## config.mk

```make
export PLATFORM = sky130hd
export DESIGN_NAME = pss_sequencer
export DESIGN_NICKNAME = d
export VERILOG_FILES = /design/src/pss_pkg.sv /design/src/pss_ext_clock.sv /design/src/pss_sequencer.sv
export SDC_FILE = /design/constraint.sdc
export NUM_CORES = 1
export LEC_CHECK = 0
export BUFFER_PORTS_ARGS = -buffer_cell sky130_fd_sc_hd__buf_2
export CAP_MARGIN = 20
export CORE_UTILIZATION = 25
export DETAILED_ROUTE_END_ITERATION = 10
export PLACE_DENSITY = 0.45
export SLEW_MARGIN = 10
export SYNTH_ARGS = -nofsm -noshare
export SYNTH_HDL_FRONTEND = slang
export SYNTH_HIERARCHICAL = 1
export SYNTH_SLANG_ARGS = --single-unit
```

## constraint.sdc

```tcl
create_clock -name clock -period 2.45 [get_ports clock]
set_input_delay 0.49 -clock clock [delete_from_list [all_inputs] [get_ports clock]]
set_output_delay 0.49 -clock clock [all_outputs]
set_load 0.01 [all_outputs]
```

## src/pss_pkg.sv

```systemverilog
package pss_pkg;

    // ------------------------------------------------------------
    // timing figures and derived cycle counts
    // ------------------------------------------------------------
    localparam int CLK_MHZ           = 125;
    localparam int RAIL_GAP_US       = 10;   // longest gap between rails
    localparam int CORE_IO_GAP_US    = 5;    // preferred least core-to-io gap
    localparam int RESET_HOLD_MS     = 1;
    localparam int INIT_EXT_CLOCKS   = 150000;
    localparam int PLL_LOCK_MS       = 1;
    localparam int OFF_TIME_MS       = 100;
    localparam int RAIL_GAP_CYC      = RAIL_GAP_US * CLK_MHZ;
    localparam int CORE_IO_GAP_CYC   = CORE_IO_GAP_US * CLK_MHZ;
    localparam int RESET_HOLD_CYC    = RESET_HOLD_MS * 1000 * CLK_MHZ;
    localparam int PLL_LOCK_CYC      = PLL_LOCK_MS * 1000 * CLK_MHZ;
    localparam int OFF_TIME_CYC      = OFF_TIME_MS * 1000 * CLK_MHZ;
    localparam int EXT_CLK_DIV       = 4;    // ext clock = clock / (2 * div)
    localparam int INIT_CYC          = INIT_EXT_CLOCKS * 2 * EXT_CLK_DIV;
    localparam int CNT_W             = 32;

    // ------------------------------------------------------------
    // sensor register and field
    // ------------------------------------------------------------
    localparam logic [15:0] CTRL_REG_ADDR    = 16'h301a;
    localparam int          STREAM_BIT_POS   = 2;

    // ------------------------------------------------------------
    // carriers
    // ------------------------------------------------------------
    typedef struct packed {
        logic pll;
        logic analog_pix;   // analog and pixel_array_supply together
        logic core;
        logic io;
        logic serial_link;  // serial_link_supply, optional
    } pss_rails_s;

    typedef struct packed {
        logic [15:0] addr;
        logic        set;   // 1 sets stream_enable_bit, 0 clears it
    } pss_wr_s;

endpackage

```

## src/pss_ext_clock.sv

```systemverilog
`timescale 1ns/1ps
module pss_ext_clock (
    // system
    input  wire logic clock,
    input  wire logic reset,
    // control
    input  wire logic enable,
    // clock out
    output logic      ext_input_clock
);

    logic [7:0] div_reg;
    logic [7:0] div_next;
    logic       clk_reg;
    logic       clk_next;

    // divide down, parked low while disabled
    always_comb begin
        div_next = div_reg;
        clk_next = clk_reg;
        if (!enable) begin
            div_next = 8'h00;
            clk_next = 1'b0;
        end else if (div_reg == 8'(pss_pkg::EXT_CLK_DIV - 1)) begin
            div_next = 8'h00;
            clk_next = ~clk_reg;
        end else begin
            div_next = div_reg + 8'h01;
        end
    end

    always_ff @(posedge clock) begin
        if (reset) begin
            div_reg <= 8'h00;
            clk_reg <= 1'b0;
        end else begin
            div_reg <= div_next;
            clk_reg <= clk_next;
        end
    end

    assign ext_input_clock = clk_reg;

endmodule

```

## src/pss_sequencer.sv

```systemverilog
`timescale 1ns/1ps
// Behaviour
// RULE_01: pll supply rises first, never later
// RULE_02: core then io, each within 10 us
// RULE_03: at least 5 us core to io
// RULE_04: input clock starts after rails stable
// RULE_05: hold hard reset low at least 1 ms
// RULE_06: reset time counts from rails settled
// RULE_07: wait 150,000 input clocks after reset release
// RULE_08: configure sensor registers before streaming
// RULE_09: wait 1 ms for pll lock
// RULE_10: write stream bit one at 0x301a last
// RULE_11: power-down starts by clearing stream bit
// RULE_12: sensor idles at row or frame end
// RULE_13: rails off serial, io, core, analog, pll
// RULE_14: rails stay off at least 100 ms
// RULE_15: no writes during reset or initialization
module pss_sequencer #(
    parameter int RESET_HOLD_CYC = pss_pkg::RESET_HOLD_CYC,
    parameter int INIT_CYC       = pss_pkg::INIT_CYC,
    parameter int PLL_LOCK_CYC   = pss_pkg::PLL_LOCK_CYC,
    parameter int OFF_TIME_CYC   = pss_pkg::OFF_TIME_CYC
) (
    // system
    input  wire logic            clock,
    input  wire logic            reset,
    // user requests
    input  wire logic            power_up_req,
    input  wire logic            power_down_req,
    input  wire logic            use_serial_link,
    // rails and pins
    output pss_pkg::pss_rails_s  rails_en,
    output logic                 ext_input_clock,
    output logic                 hard_reset_n,
    // register write port to serial engine
    output logic                 wr_valid,
    output pss_pkg::pss_wr_s     wr_data,
    input  wire logic            wr_done,
    input  wire logic            config_done,
    output logic                 config_start,
    input  wire logic            standby_reached,
    // status
    output logic                 streaming,
    output logic                 ready_for_up
);

    typedef enum logic [3:0] {
        PSS_OFF, PSS_PLL, PSS_ANALOG, PSS_CORE, PSS_IO, PSS_SERIAL, PSS_RESET,
        PSS_INIT, PSS_CONFIG, PSS_LOCK, PSS_STREAM_WR, PSS_STREAMING,
        PSS_STOP_WR, PSS_STANDBY, PSS_DOWN
    } pss_state_e;

    // --------------------------------------------------------------
    // synchronisers for inputs from outside the domain
    // --------------------------------------------------------------
    logic [3:0] sync1_reg;
    logic [3:0] sync2_reg;

    always_ff @(posedge clock) begin
        if (reset) begin
            sync1_reg <= 4'h0;
            sync2_reg <= 4'h0;
        end else begin
            sync1_reg <= {power_up_req, power_down_req, use_serial_link, standby_reached};
            sync2_reg <= sync1_reg;
        end
    end

    logic up_s;
    logic down_s;
    logic slvs_s;
    logic stby_s;
    assign up_s   = sync2_reg[3];
    assign down_s = sync2_reg[2];
    assign slvs_s = sync2_reg[1];
    assign stby_s = sync2_reg[0];

    // --------------------------------------------------------------
    // state and outputs
    // --------------------------------------------------------------
    pss_state_e          state_reg;
    pss_state_e          state_next;
    logic [31:0]         cnt_reg;
    logic [31:0]         cnt_next;
    pss_pkg::pss_rails_s rails_reg;
    pss_pkg::pss_rails_s rails_next;
    logic                clk_en_reg;
    logic                clk_en_next;
    logic                rst_n_reg;
    logic                rst_n_next;
    logic                wr_valid_reg;
    logic                wr_valid_next;
    logic                wr_set_reg;
    logic                wr_set_next;
    logic                cfg_reg;
    logic                cfg_next;
    logic                stream_reg;
    logic                stream_next;
    logic                ready_reg;
    logic                ready_next;

    function automatic logic expired(input logic [31:0] c, input int limit);
        expired = (c >= 32'(limit - 1));
    endfunction

    // rail stepping, gap timing, reset, init and stream control
    always_comb begin
        state_next    = state_reg;
        cnt_next      = cnt_reg + 32'h1;
        rails_next    = rails_reg;
        clk_en_next   = clk_en_reg;
        rst_n_next    = rst_n_reg;
        wr_valid_next = wr_valid_reg;
        wr_set_next   = wr_set_reg;
        cfg_next      = 1'b0;
        stream_next   = stream_reg;
        ready_next    = ready_reg;
        case (state_reg)
            PSS_OFF: begin
                // off time counted here after any power-down
                if (!expired(cnt_reg, OFF_TIME_CYC)) begin // RULE_14
                    ready_next = 1'b0;
                end else begin
                    ready_next = 1'b1;
                    cnt_next   = cnt_reg;
                    if (up_s) begin
                        ready_next     = 1'b0;
                        rails_next.pll = 1'b1; // RULE_01
                        cnt_next       = 32'h0;
                        state_next     = PSS_PLL;
                    end
                end
            end
            PSS_PLL: begin
                rails_next.analog_pix = 1'b1; // RULE_01
                cnt_next              = 32'h0;
                state_next            = PSS_ANALOG;
            end
            PSS_ANALOG: begin
                rails_next.core = 1'b1; // RULE_02
                cnt_next        = 32'h0;
                state_next      = PSS_CORE;
            end
            PSS_CORE: begin
                // io after 5 us, well inside the 10 us limit
                if (expired(cnt_reg, pss_pkg::CORE_IO_GAP_CYC)) begin // RULE_03
                    rails_next.io = 1'b1; // RULE_02
                    cnt_next      = 32'h0;
                    state_next    = PSS_IO;
                end
            end
            PSS_IO: begin
                rails_next.serial_link = slvs_s;
                cnt_next               = 32'h0;
                state_next             = PSS_SERIAL;
            end
            PSS_SERIAL: begin
                // let the last rail settle, then start the clock
                if (expired(cnt_reg, pss_pkg::RAIL_GAP_CYC)) begin
                    clk_en_next = 1'b1; // RULE_04
                    cnt_next    = 32'h0;
                    state_next  = PSS_RESET;
                end
            end
            PSS_RESET: begin
                // reset held low from rails settled and clock running
                if (expired(cnt_reg, RESET_HOLD_CYC)) begin // RULE_05 RULE_06
                    rst_n_next = 1'b1;
                    cnt_next   = 32'h0;
                    state_next = PSS_INIT;
                end
            end
            PSS_INIT: begin
                if (expired(cnt_reg, INIT_CYC)) begin // RULE_07 RULE_15
                    cfg_next   = 1'b1; // RULE_08
                    state_next = PSS_CONFIG;
                end
            end
            PSS_CONFIG: begin
                cnt_next = 32'h0;
                if (config_done) begin
                    state_next = PSS_LOCK;
                end
            end
            PSS_LOCK: begin
                if (expired(cnt_reg, PLL_LOCK_CYC)) begin // RULE_09
                    wr_valid_next = 1'b1;
                    wr_set_next   = 1'b1; // RULE_10
                    state_next    = PSS_STREAM_WR;
                end
            end
            PSS_STREAM_WR: begin
                if (wr_done) begin
                    wr_valid_next = 1'b0;
                    stream_next   = 1'b1;
                    state_next    = PSS_STREAMING;
                end
            end
            PSS_STREAMING: begin
                if (down_s) begin
                    wr_valid_next = 1'b1;
                    wr_set_next   = 1'b0; // RULE_11
                    state_next    = PSS_STOP_WR;
                end
            end
            PSS_STOP_WR: begin
                if (wr_done) begin
                    wr_valid_next = 1'b0;
                    stream_next   = 1'b0;
                    state_next    = PSS_STANDBY;
                end
            end
            PSS_STANDBY: begin
                // sensor finishes its row or frame first
                cnt_next = 32'h0;
                if (stby_s) begin // RULE_12
                    clk_en_next = 1'b0;
                    rst_n_next  = 1'b0;
                    state_next  = PSS_DOWN;
                end
            end
            PSS_DOWN: begin
                // drop one rail per cycle, last raised first
                cnt_next = 32'h0;
                if (rails_reg.serial_link) begin // RULE_13
                    rails_next.serial_link = 1'b0;
                end else if (rails_reg.io) begin
                    rails_next.io = 1'b0;
                end else if (rails_reg.core) begin
                    rails_next.core = 1'b0;
                end else if (rails_reg.analog_pix) begin
                    rails_next.analog_pix = 1'b0;
                end else begin
                    rails_next.pll = 1'b0;
                    state_next     = PSS_OFF;
                end
            end
            default: begin
                state_next = PSS_OFF;
            end
        endcase
    end

    // registers, off state timer starts from zero at reset
    always_ff @(posedge clock) begin
        if (reset) begin
            state_reg    <= PSS_OFF;
            cnt_reg      <= 32'h0;
            rails_reg    <= '0;
            clk_en_reg   <= 1'b0;
            rst_n_reg    <= 1'b0;
            wr_valid_reg <= 1'b0;
            wr_set_reg   <= 1'b0;
            cfg_reg      <= 1'b0;
            stream_reg   <= 1'b0;
            ready_reg    <= 1'b0;
        end else begin
            state_reg    <= state_next;
            cnt_reg      <= cnt_next;
            rails_reg    <= rails_next;
            clk_en_reg   <= clk_en_next;
            rst_n_reg    <= rst_n_next;
            wr_valid_reg <= wr_valid_next;
            wr_set_reg   <= wr_set_next;
            cfg_reg      <= cfg_next;
            stream_reg   <= stream_next;
            ready_reg    <= ready_next;
        end
    end

    // --------------------------------------------------------------
    // input clock generator
    // --------------------------------------------------------------
    pss_ext_clock u_ext_clock (
        .clock           (clock),
        .reset           (reset),
        .enable          (clk_en_reg),
        .ext_input_clock (ext_input_clock)
    );

    assign rails_en      = rails_reg;
    assign hard_reset_n  = rst_n_reg;
    assign wr_valid      = wr_valid_reg;
    assign wr_data.addr  = pss_pkg::CTRL_REG_ADDR;
    assign wr_data.set   = wr_set_reg;
    assign config_start  = cfg_reg;
    assign streaming     = stream_reg;
    assign ready_for_up  = ready_reg;

endmodule

```

==> results of run 1 <==
[worst reg2reg max path, delay by kind of cell (launching register included)]
| kind | cells | cell delay (ns) |
|---|---|---|
| AND/OR/NAND/NOR | 4 | 1.46 |
| AO/OA/AOI/OAI | 2 | 0.46 |
| flip-flops | 1 | 0.35 |
[routing by layer]
layer  GRT usage (%)  up-vias  share of wire (%)
li1                -     1575                  -
met1            17.2     1448                 50
met2            19.0       62                 44
met3            3.65       12                4.3
met4            5.95        0                1.7
met5               0        -                  0
[cell families after synthesis]
| kind of cell | after synthesis | synth area share (%) |
|---|---|---|
| and+or+nand+nor | 209 | 32.8 |
| buffers and inverters | 47 | 7.74 |
| other | 2 | 0.208 |
| xor gates and xnor gates | 33 | 8.02 |
| AOI/OAI and AO/OA | 71 | 13.4 |
| muxes | 1 | 0.278 |
| DFF | 65 | 36.1 |
| adders and majority gates | 4 | 1.39 |
[final timing paths]
kind / from / end / slack, ns / cells after the start
worst min register to register: sync1_reg[2] / sync2_reg[2] / 0.43 / 1
worst max-delay path: cnt_reg[27] / cnt_reg[11] / 0.13 / 6
worst min-delay path: use_serial_link / sync1_reg[1] / 0.36 / 2
worst max register to register: cnt_reg[27] / cnt_reg[11] / 0.13 / 6
[power by group through the flow]
stage / sequential, mW / combinational [mW] / clock (mW)
global placement: 1.10 / 0.0735 / 0
finish: 1.08 / 0.0795 / 1.37
CTS: 1.08 / 0.0745 / 1.41
detailed placement: 1.10 / 0.0734 / 0
global route: 1.08 / 0.0898 / 1.45
floorplan: 1.10 / 0.0788 / 0
[cells in the final DEF, fill, tap and decap left out, types with 3 or more instances in the layout]
| master | n |
|---|---|
| nand3_1 | 17 |
| nor2_2 | 30 |
| nor4_1 | 6 |
| xor2_1 | 18 |
| inv_1 | 8 |
| buf_4 | 25 |
| dfxtp_1 | 64 |
| nor2_1 | 33 |
| ha_1 | 4 |
| xnor2_1 | 15 |
| nor3_2 | 6 |
| a31oi_1 | 5 |
| conb_1 | 16 |
| buf_2 | 19 |
| o21ai_0 | 15 |
| or3_1 | 9 |
| a21oi_1 | 18 |
| and2_1 | 5 |
| nand2_1 | 31 |
| nand4_1 | 16 |
| nor2b_1 | 11 |
| o21a_1 | 4 |
| a311o_1 | 3 |
| and3_1 | 9 |
| clkbuf_16 | 9 |
| nand2b_1 | 3 |
| clkinv_1 | 3 |
| nor3_1 | 14 |
[cell type report]
| cell class | count | share of cell area [%] |
|---|---|---|
| repair buffers | 45 | 6.82 |
| multi-input cells | 335 | 49.4 |
| well taps | 180 | 5.22 |
| flip-flops and latches | 65 | 30.3 |
| clock buffers | 12 | 5.72 |
| inverters | 12 | 1.04 |
| clock inverters | 3 | 1.51 |
==> qor.csv, run 1 <==
stage,metric,value,unit
die,total core area,0.0140,mm²
sta,final period utilization,94.7,%
die,die height,122,µm
logic_synthesis,Post-Syn Area,0.00360,mm²
power,Pwr Total,2.52,mW
clocking,number of gates resized after CTS,0,
grt,grt total ovfl,0,
die,Die Wd,122,µm
clocking,# Post-CTS Setup Buffers,0,
power,Comb power frac,3.2,%
power,maximum vdd ir drop,0.310,mV
route,final wirelength,9320,µm
logic_synthesis,number of flops mapped to enable cells by yosys,0,
clocking,cts-stage hold buffer count,0,
sta,Max Freq,431,MHz
clocking,CTS clock-pin slew for the worst setup and hold paths,0.05,ns
layout,area of the multi-input gates,0.00213,mm²
clocking,CTS tree,done,
layout,Final Util,30.8,%
die,# rows,43,
logic_synthesis,Seq cells post-synth,65,
grt,antenna violations before repair,0,
sta,RSZ-0062 raised after global routing,yes,
worst_setup_path,critical path cell sequence,nor4_4 > nand2_2 > o31a_1 > or4b_4 > or3_1 > a21oi_1,
worst_setup_path,CP startpoint kind,flip-flop,
run_status,outcome,finished clean,
route,DRT Pass-1 Iters,5,
power,PwrDens,585,mW/mm²
power,switch share,20.4,%
layout,fillers,1498,
logic_synthesis,"count leader, synth",dfxtp_1,
worst_setup_path,Crit path arrival time,2.59,ns
route,Starting DRT DRC Count,254,
layout,Seq. cell area,0.00131,mm²
logic_synthesis,"top cells by area, synth","dfxtp_1 36%, nor2_2 5.0%, xor2_1 4.4%",
worst_setup_path,CP Class,flip-flop to flip-flop,
logic_synthesis,mean area per synthesized cell,8.34,µm²
worst_setup_path,kind of cell adding the most delay to the critical path,simple AND/OR/NAND/NOR gates,
layout,Non-Filler Instances,652,
clocking,CTS max path bufs,2,
logic_synthesis,"Primary FF master, synth",dfxtp_1,
grt,first-pass GRT wire length,14600,µm
clocking,Num CTS Buffers,9,
clocking,H-tree depth,3,
placement,GP Congestion,0.783,
layout,synthesis-to-layout area growth,19.6,%
route,Vias per Instance,4.75,
layout,# nets final,480,
sta,WHS,0.363,ns
grt,vias in the first global route,2800,
sta,worst slew pin tran,0.710,ns
placement,post-DP HPWL,6430,µm
power,register share of total power,42.7,%
logic_synthesis,post-synth top area share,36.1,%
worst_hold_path,Hold Path Class,input port to flip-flop,
logic_synthesis,YS warnings,6,
sta,"Setup violations, final",0,
job,Max-Cap Viols,0,
logic_synthesis,Synth area leader,dfxtp_1,
clocking,worst skew pair latency,0.34,ns
grt,gr usage total,12.9,%
route,Post-DRT Antenna Nets,0,
placement,Inst Count DP,636,
die,die area,0.0149,mm²
worst_setup_path,critical path endpoint category,flip-flop,
logic_synthesis,Synth Instances,432,
worst_setup_path,Buffers & Inverters on Critical Path,0,
placement,DP Worst Slack,0.0318,ns
power,internal power,2.01,mW
sta,Rel. slew slack,52.1,%
power,Leak Pwr,1.53,nW
grt,largest net degree at the start of global routing,33,
worst_setup_path,Worst EP required,2.72,ns
power,switching power,0.515,mW
route,DR WL/cell,14.3,µm
clocking,clock sink count,65,
sta,Final Worst Setup Slack,0.129,ns
route,drc violations,0,
sta,Hold Fails Final Rpt,0,
worst_setup_path,Worst path max stage delay,0.62,ns
logic_synthesis,Netlist cell types,63,
layout,ant diodes,0,
logic_synthesis,"Seq/Total Area, Yosys",36.1,%
placement,IO Port Bufs,19,
sta,Final Critical Period,2.32,ns
worst_setup_path,Critical Path Fanout Max,14,
route,routed via count,3097,
layout,layout cells sized above 1,23.7,%
logic_synthesis,Post-synth top cells,"65 x dfxtp_1, 34 x nor2_1, 31 x nand2_1",
sta,skew final,0.00991,ns
sta,max-slew violation count,0,
die,Initial Util,25.8,%
die,io pins,36,
sta,Setup TNS,0,ns
power,clock power share,54.2,%
layout,Final Instance Area,0.00431,mm²
logic_synthesis,"FFs w/ async S/R, synth",0,%
clocking,Root Driver,clkbuf_16,
placement,Placed Area,0.00394,mm²
layout,max reg flops,32,
worst_setup_path,Crit-path slowest cell,or4b_4,
Power figures use the tool's default switching activity.
==> run 2, diff against run 1 <==
--- a/config.mk
+++ b/config.mk
@@ -7,9 +7,10 @@
 export LEC_CHECK = 0
 export BUFFER_PORTS_ARGS = -buffer_cell sky130_fd_sc_hd__buf_2
 export CAP_MARGIN = 20
-export CORE_UTILIZATION = 25
+export CORE_UTILIZATION = 59
+export CTS_BUF_LIST = sky130_fd_sc_hd__clkbuf_16
 export DETAILED_ROUTE_END_ITERATION = 10
-export PLACE_DENSITY = 0.45
+export PLACE_DENSITY = 0.85
 export SLEW_MARGIN = 10
 export SYNTH_ARGS = -nofsm -noshare
 export SYNTH_HDL_FRONTEND = slang
==> run 2 against run 1 <==
Against the previous run:
- the run now ends with setup timing left
- power increased by 4.3%
- critical path depth increased by 1
- register-to-register slack got worse by 0.22 ns
- highest routed layer unchanged
==> qor.csv, run 2 (synthesis gave the netlist of run 1 again) <==
stage,metric,value,unit
die,total core area,0.00592,mm²
sta,worst slew pin tran,0.927,ns
worst_hold_path,Hold Path Class,input port to flip-flop,
job,Max-Cap Viols,0,
clocking,H-tree depth,3,
layout,Non-Filler Instances,548,
die,Die Wd,80.2,µm
die,die area,0.00642,mm²
layout,layout cells sized above 1,24.9,%
sta,RSZ-0062 raised after global routing,yes,
route,Starting DRT DRC Count,414,
die,die height,80.2,µm
layout,# nets final,480,
worst_setup_path,Critical Path Fanout Max,14,
layout,ant diodes,0,
layout,"commonest cells after routing, fill and taps aside","61 x dfxtp_1, 34 x nor2_1, 31 x nand2_1, 29 x nor2_2, 23 x buf_4",
clocking,# Post-CTS Setup Buffers,0,
grt,largest net degree at the start of global routing,28,
die,Initial Util,60.9,%
worst_setup_path,Crit path arrival time,2.76,ns
layout,fillers,413,
run_status,outcome,"complete, but fails checks",
placement,DP Worst Slack,-0.0127,ns
power,PwrDens,617,mW/mm²
power,maximum vdd ir drop,0.651,mV
grt,vias in the first global route,3025,
sta,"Setup violations, final",3,
clocking,cts-stage hold buffer count,0,
clocking,Root Driver,clkbuf_16,
worst_setup_path,Crit-path slowest cell,or4b_4,
die,io pins,36,
sta,Max Freq,393,MHz
placement,IO Port Bufs,19,
power,Leak Pwr,1.55,nW
layout,area of the multi-input gates,0.00220,mm²
worst_setup_path,CP startpoint kind,flip-flop,
grt,first-pass GRT wire length,14500,µm
grt,grt total ovfl,0,
sta,final period utilization,104,%
worst_setup_path,critical path endpoint category,flip-flop,
clocking,Num CTS Buffers,9,
clocking,CTS max path bufs,2,
worst_setup_path,Worst EP required,2.67,ns
grt,antenna violations before repair,0,
worst_setup_path,Buffers & Inverters on Critical Path,0,
placement,GP Congestion,0.933,
route,final wirelength,9600,µm
layout,Seq. cell area,0.00131,mm²
worst_setup_path,critical path cell sequence,nor4_4 > nand2_2 > o31a_1 > or4b_4 > nor3_2 > xnor2_1 > nor2_2,
die,# rows,28,
worst_setup_path,r2r setup slk,-0.09,ns
clocking,CTS tree,done,
placement,Inst Count DP,528,
route,Post-DRT Antenna Nets,0,
sta,Final Worst Setup Slack,-0.0934,ns
sta,Hold Fails Final Rpt,0,
run_status,failing checks,setup timing,
placement,post-DP HPWL,5610,µm
worst_setup_path,Worst path max stage delay,0.63,ns
sta,max-slew violation count,0,
route,DR WL/cell,17.5,µm
clocking,clock sink count,65,
layout,max reg flops,32,
route,Vias per Instance,6.33,
layout,Final Util,72.0,%
sta,Rel. slew slack,37.5,%
route,DRT Pass-1 Iters,5,
worst_setup_path,CP Class,flip-flop to flip-flop,
route,routed via count,3469,
sta,Final Critical Period,2.54,ns
route,drc violations,0,
layout,"commonest non-fill, non-tap cell in the layout",dfxtp_1,
clocking,worst skew pair latency,0.34,ns
clocking,CTS clock-pin slew for the worst setup and hold paths,0.05,ns
layout,Final Instance Area,0.00426,mm²
layout,synthesis-to-layout area growth,18.3,%
sta,skew final,0.00794,ns
grt,gr usage total,29.7,%
worst_setup_path,kind of cell adding the most delay to the critical path,simple AND/OR/NAND/NOR gates,
placement,Placed Area,0.00378,mm²
==> run 2: cell types whose count changed in the layout (fill, tap and decap cells not counted), sizes merged <==
cell      before  now
clkbuf        12    9
buf           45   42
a41o           2    4
clkinv         4    6
bufinv         2    3
a21oi         19   20
clkinvlp       0    1
==> run 2: power breakdown <==
part / total, mW / internal [mW] / switching [mW]
registers: 1.08 / 1.07 / 0.00770
logic: 0.0869 / 0.0308 / 0.0562
clock network: 1.47 / 0.992 / 0.475
==> run 2: final timing paths <==
path	depth (start not counted)	from	end
worst max-delay path	7	cnt_reg[31]	cnt_reg[27]
worst min-delay path	2	power_down_req	sync1_reg[2]
worst max register to register	7	cnt_reg[31]	cnt_reg[27]
worst min register to register	1	sync1_reg[2]	sync2_reg[2]
==> run 2: repair_timing <==
action | in CTS | in global routing
cloned | 2 | 2
gates resized for setup | 2 | 16
endpoints found under the setup margin | 4 | 36
pin swaps | 2 | 8
==> run 2: per-layer routing <==
| metal | GRT usage (%) | wire length [µm] | vias to the layer above |
|---|---|---|---|
| li1 | - | - | 1583 |
| met1 | 38.7 | 3920 | 1602 |
| met2 | 46.0 | 4390 | 212 |
| met3 | 5.80 | 824 | 72 |
| met4 | 16.3 | 472 | 0 |
| met5 | 0 | 0 | - |
==> run 2: area by class of cell <==
cell class | count | area share (%)
clock inverter | 7 | 2.79
tap | 75 | 2.20
sequential | 65 | 30.7
inverter | 12 | 1.06
timing repair buffer | 42 | 6.28
multi-input combinational | 338 | 51.7
clock buffer | 9 | 5.28
==> run 2: through the flow <==
step	hold slack, ns	total power [mW]	setup TNS, ns
2_1_floorplan	0.414	1.18	0
3_3_place_gp	0.420	1.17	0
3_5_place_dp	0.434	1.17	-0.0199
4_1_cts	0.366	2.64	0
5_1_grt	0.372	2.70	-1.06
6_report	0.371	2.63	-0.103
==> run 3, diff against run 2 <==
--- a/config.mk
+++ b/config.mk
@@ -5,9 +5,10 @@
 export SDC_FILE = /design/constraint.sdc
 export NUM_CORES = 1
 export LEC_CHECK = 0
+export ABC_AREA = 1
 export BUFFER_PORTS_ARGS = -buffer_cell sky130_fd_sc_hd__buf_2
 export CAP_MARGIN = 20
-export CORE_UTILIZATION = 59
+export CORE_UTILIZATION = 60
 export CTS_BUF_LIST = sky130_fd_sc_hd__clkbuf_16
 export DETAILED_ROUTE_END_ITERATION = 10
 export PLACE_DENSITY = 0.85
==> run 3 against run 2 <==
Against the previous run:
- the flow now finishes without violations
- routed wire length is 12% higher
- combinational power shrank 20%
- worst setup slack better by 0.35 ns
- critical path depth increased by 8
- non-clock buffer count down 20
- cell count grew 46%
- via count rose by 22%
- synthesized area increased by 19%
- synthesized cell count rose by 58%
- design area is 9.0% higher
- critical path type unchanged
- critical endpoint is now cnt_reg[22]
==> qor.csv, run 3 <==
stage,metric,value,unit
run_status,outcome,finished clean,
placement,Placed Area,0.00436,mm²
die,Initial Util,62.6,%
logic_synthesis,number of flops mapped to enable cells by yosys,0,
logic_synthesis,post-synth top area share,30.4,%
route,DR WL/cell,13.4,µm
power,Leak Pwr,2.01,nW
sta,"Setup violations, final",0,
clocking,Root Driver,clkbuf_16,
grt,gr usage total,30.4,%
layout,fillers,644,
route,Post-DRT Antenna Nets,0,
power,register share of total power,44.8,%
die,Die Wd,86.4,µm
logic_synthesis,Post-Syn Area,0.00428,mm²
route,DRT Pass-1 Iters,5,
worst_setup_path,Crit path arrival time,2.47,ns
layout,"commonest cells after routing, fill and taps aside","173 x nand2_1, 108 x nor2_1, 90 x inv_1, 65 x dfxtp_1, 58 x nand3_1",
layout,# nets final,714,
power,Comb power frac,2.9,%
worst_setup_path,critical path endpoint category,flip-flop,
route,Vias per Instance,5.26,
layout,Final Instance Area,0.00465,mm²
sta,Final Worst Setup Slack,0.253,ns
clocking,CTS tree,done,
sta,worst slew pin tran,0.596,ns
grt,largest net degree at the start of global routing,29,
logic_synthesis,Post-synth top cells,"173 x nand2_1, 108 x nor2_1, 90 x inv_1",
logic_synthesis,"count leader, synth",nand2_1,
layout,max reg flops,32,
worst_hold_path,Hold Path Class,input port to flip-flop,
sta,skew final,0.00748,ns
power,switch share,22.4,%
job,Max-Cap Viols,0,
worst_setup_path,CP Class,flip-flop to flip-flop,
grt,first-pass GRT wire length,17800,µm
clocking,# Post-CTS Setup Buffers,0,
die,die height,86.4,µm
logic_synthesis,YS warnings,6,
power,clock power share,52.3,%
sta,max-slew violation count,0,
power,Pwr Total,2.40,mW
clocking,worst skew pair latency,0.33,ns
power,internal power,1.86,mW
logic_synthesis,Netlist cell types,41,
route,routed via count,4221,
sta,Setup TNS,0,ns
layout,synthesis-to-layout area growth,8.69,%
sta,Rel. slew slack,59.9,%
layout,ant diodes,0,
sta,RSZ-0062 raised after global routing,no,
die,io pins,36,
die,total core area,0.00683,mm²
placement,DP Worst Slack,0.240,ns
route,final wirelength,10700,µm
placement,GP Congestion,0.976,
grt,antenna violations before repair,0,
logic_synthesis,Synth Instances,684,
clocking,clock sink count,65,
clocking,H-tree depth,3,
clocking,CTS clock-pin slew for the worst setup and hold paths,0.06,ns
power,switching power,0.538,mW
placement,post-DP HPWL,8200,µm
logic_synthesis,"top cells by area, synth","dfxtp_1 30%, nand2_1 15%, nor2_1 9.5%",
power,maximum vdd ir drop,0.402,mV
worst_setup_path,CP startpoint kind,flip-flop,
sta,Max Freq,455,MHz
logic_synthesis,mean area per synthesized cell,6.25,µm²
logic_synthesis,"FFs w/ async S/R, synth",0,%
layout,"commonest non-fill, non-tap cell in the layout",nand2_1,
sta,Hold Fails Final Rpt,0,
clocking,Num CTS Buffers,9,
logic_synthesis,Seq cells post-synth,65,
die,# rows,30,
die,die area,0.00747,mm²
grt,grt total ovfl,0,
placement,IO Port Bufs,19,
logic_synthesis,"Seq/Total Area, Yosys",30.4,%
grt,vias in the first global route,3892,
worst_setup_path,Worst EP required,2.73,ns
logic_synthesis,Synth area leader,dfxtp_1,
sta,Final Critical Period,2.20,ns
route,drc violations,0,
worst_setup_path,Critical Path Fanout Max,23,
sta,final period utilization,89.7,%
power,PwrDens,516,mW/mm²
route,Starting DRT DRC Count,303,
logic_synthesis,"Primary FF master, synth",dfxtp_1,
layout,layout cells sized above 1,12.2,%
clocking,CTS max path bufs,2,
layout,Final Util,68.0,%
run 3: cell count changes in the layout (fill, tap and decap cells not counted), moves of 9 or more:
cell     change
nor2_1      +74
nor2_2      -15
xnor2_1     -14
inv_1       +82
nor2b_1     -11
buf_4       -20
nand3_1     +41
nand2_1    +142
or3_1        -9
run 3: per-stage QoR:
step / std cells / hold slack [ns]
final: 802 / 0.358
after floorplan: 698 / 0.388
after global placement: 787 / 0.391
after CTS: 802 / 0.357
after global routing: 802 / 0.362
after detailed placement: 787 / 0.401
run 3: area by class of cell:
class,count,area [µm²],area share [%]
multi-input cells,503,2440,52.5
well taps,96,120,2.58
flip-flops and latches,65,1300,28.0
clock inverters,6,60.1,1.29
repair buffers,22,118,2.53
clock buffers,9,225,4.85
inverters,101,382,8.21
run 3: logic make-up after synthesis:
kind of cell	Yosys count	synth area share, %
XOR/XNOR	20	4.10
buffers and inverters	130	13.7
AO/OA/AOI/OAI	58	8.25
flip-flops	65	30.4
adder cells (fa/ha/maj)	4	1.17
other	2	0.176
AND/OR/NAND/NOR	405	42.2
run 3: routing by layer:
metal  up-vias  track usage [%]  part of all wire, %
met1      1896             40.1                   45
li1       2147                -                    -
met3        19             5.43                  6.4
met4         0             10.9                  1.7
met5         -                0                    0
met2       159             50.1                   46
run 3: path summary, 6_finish.rpt:
path,from,end,slack [ns],cells past startpoint
setup / recovery,cnt_reg[0],cnt_reg[22],0.25,15
hold / removal,power_down_req,sync1_reg[2],0.36,3
setup reg to reg,cnt_reg[0],cnt_reg[22],0.25,15
hold reg to reg,sync1_reg[0],sync2_reg[0],0.40,2
run 3: critical path: stages, from the launching register on:
cell and delay, ns:
dfxtp_1 0.42, ha_1 0.25, nand2_1 0.13, nor2_4 0.11, nand2_1 0.09, nand3_1 0.09
nand2_1 0.05, nand2_1 0.06, nand2_1 0.09, nand2_4 0.13, nand2_4 0.20, inv_4 0.21
nand2_1 0.07, o211ai_1 0.10, nand2_1 0.07, inv_1 0.06
run 3: repair_timing:
action	in CTS	in global routing
hold buffers	0	0
resized for setup	0	1
setup endpoints to repair	0	2
run 3: power by group through the flow:
stage	clock [mW]	combinational, mW	sequential [mW]
after floorplan	0	0.0714	1.10
after global placement	0	0.0678	1.10
after detailed placement	0	0.0698	1.10
after CTS	1.27	0.0700	1.07
after global routing	1.32	0.0796	1.08
final	1.26	0.0698	1.07
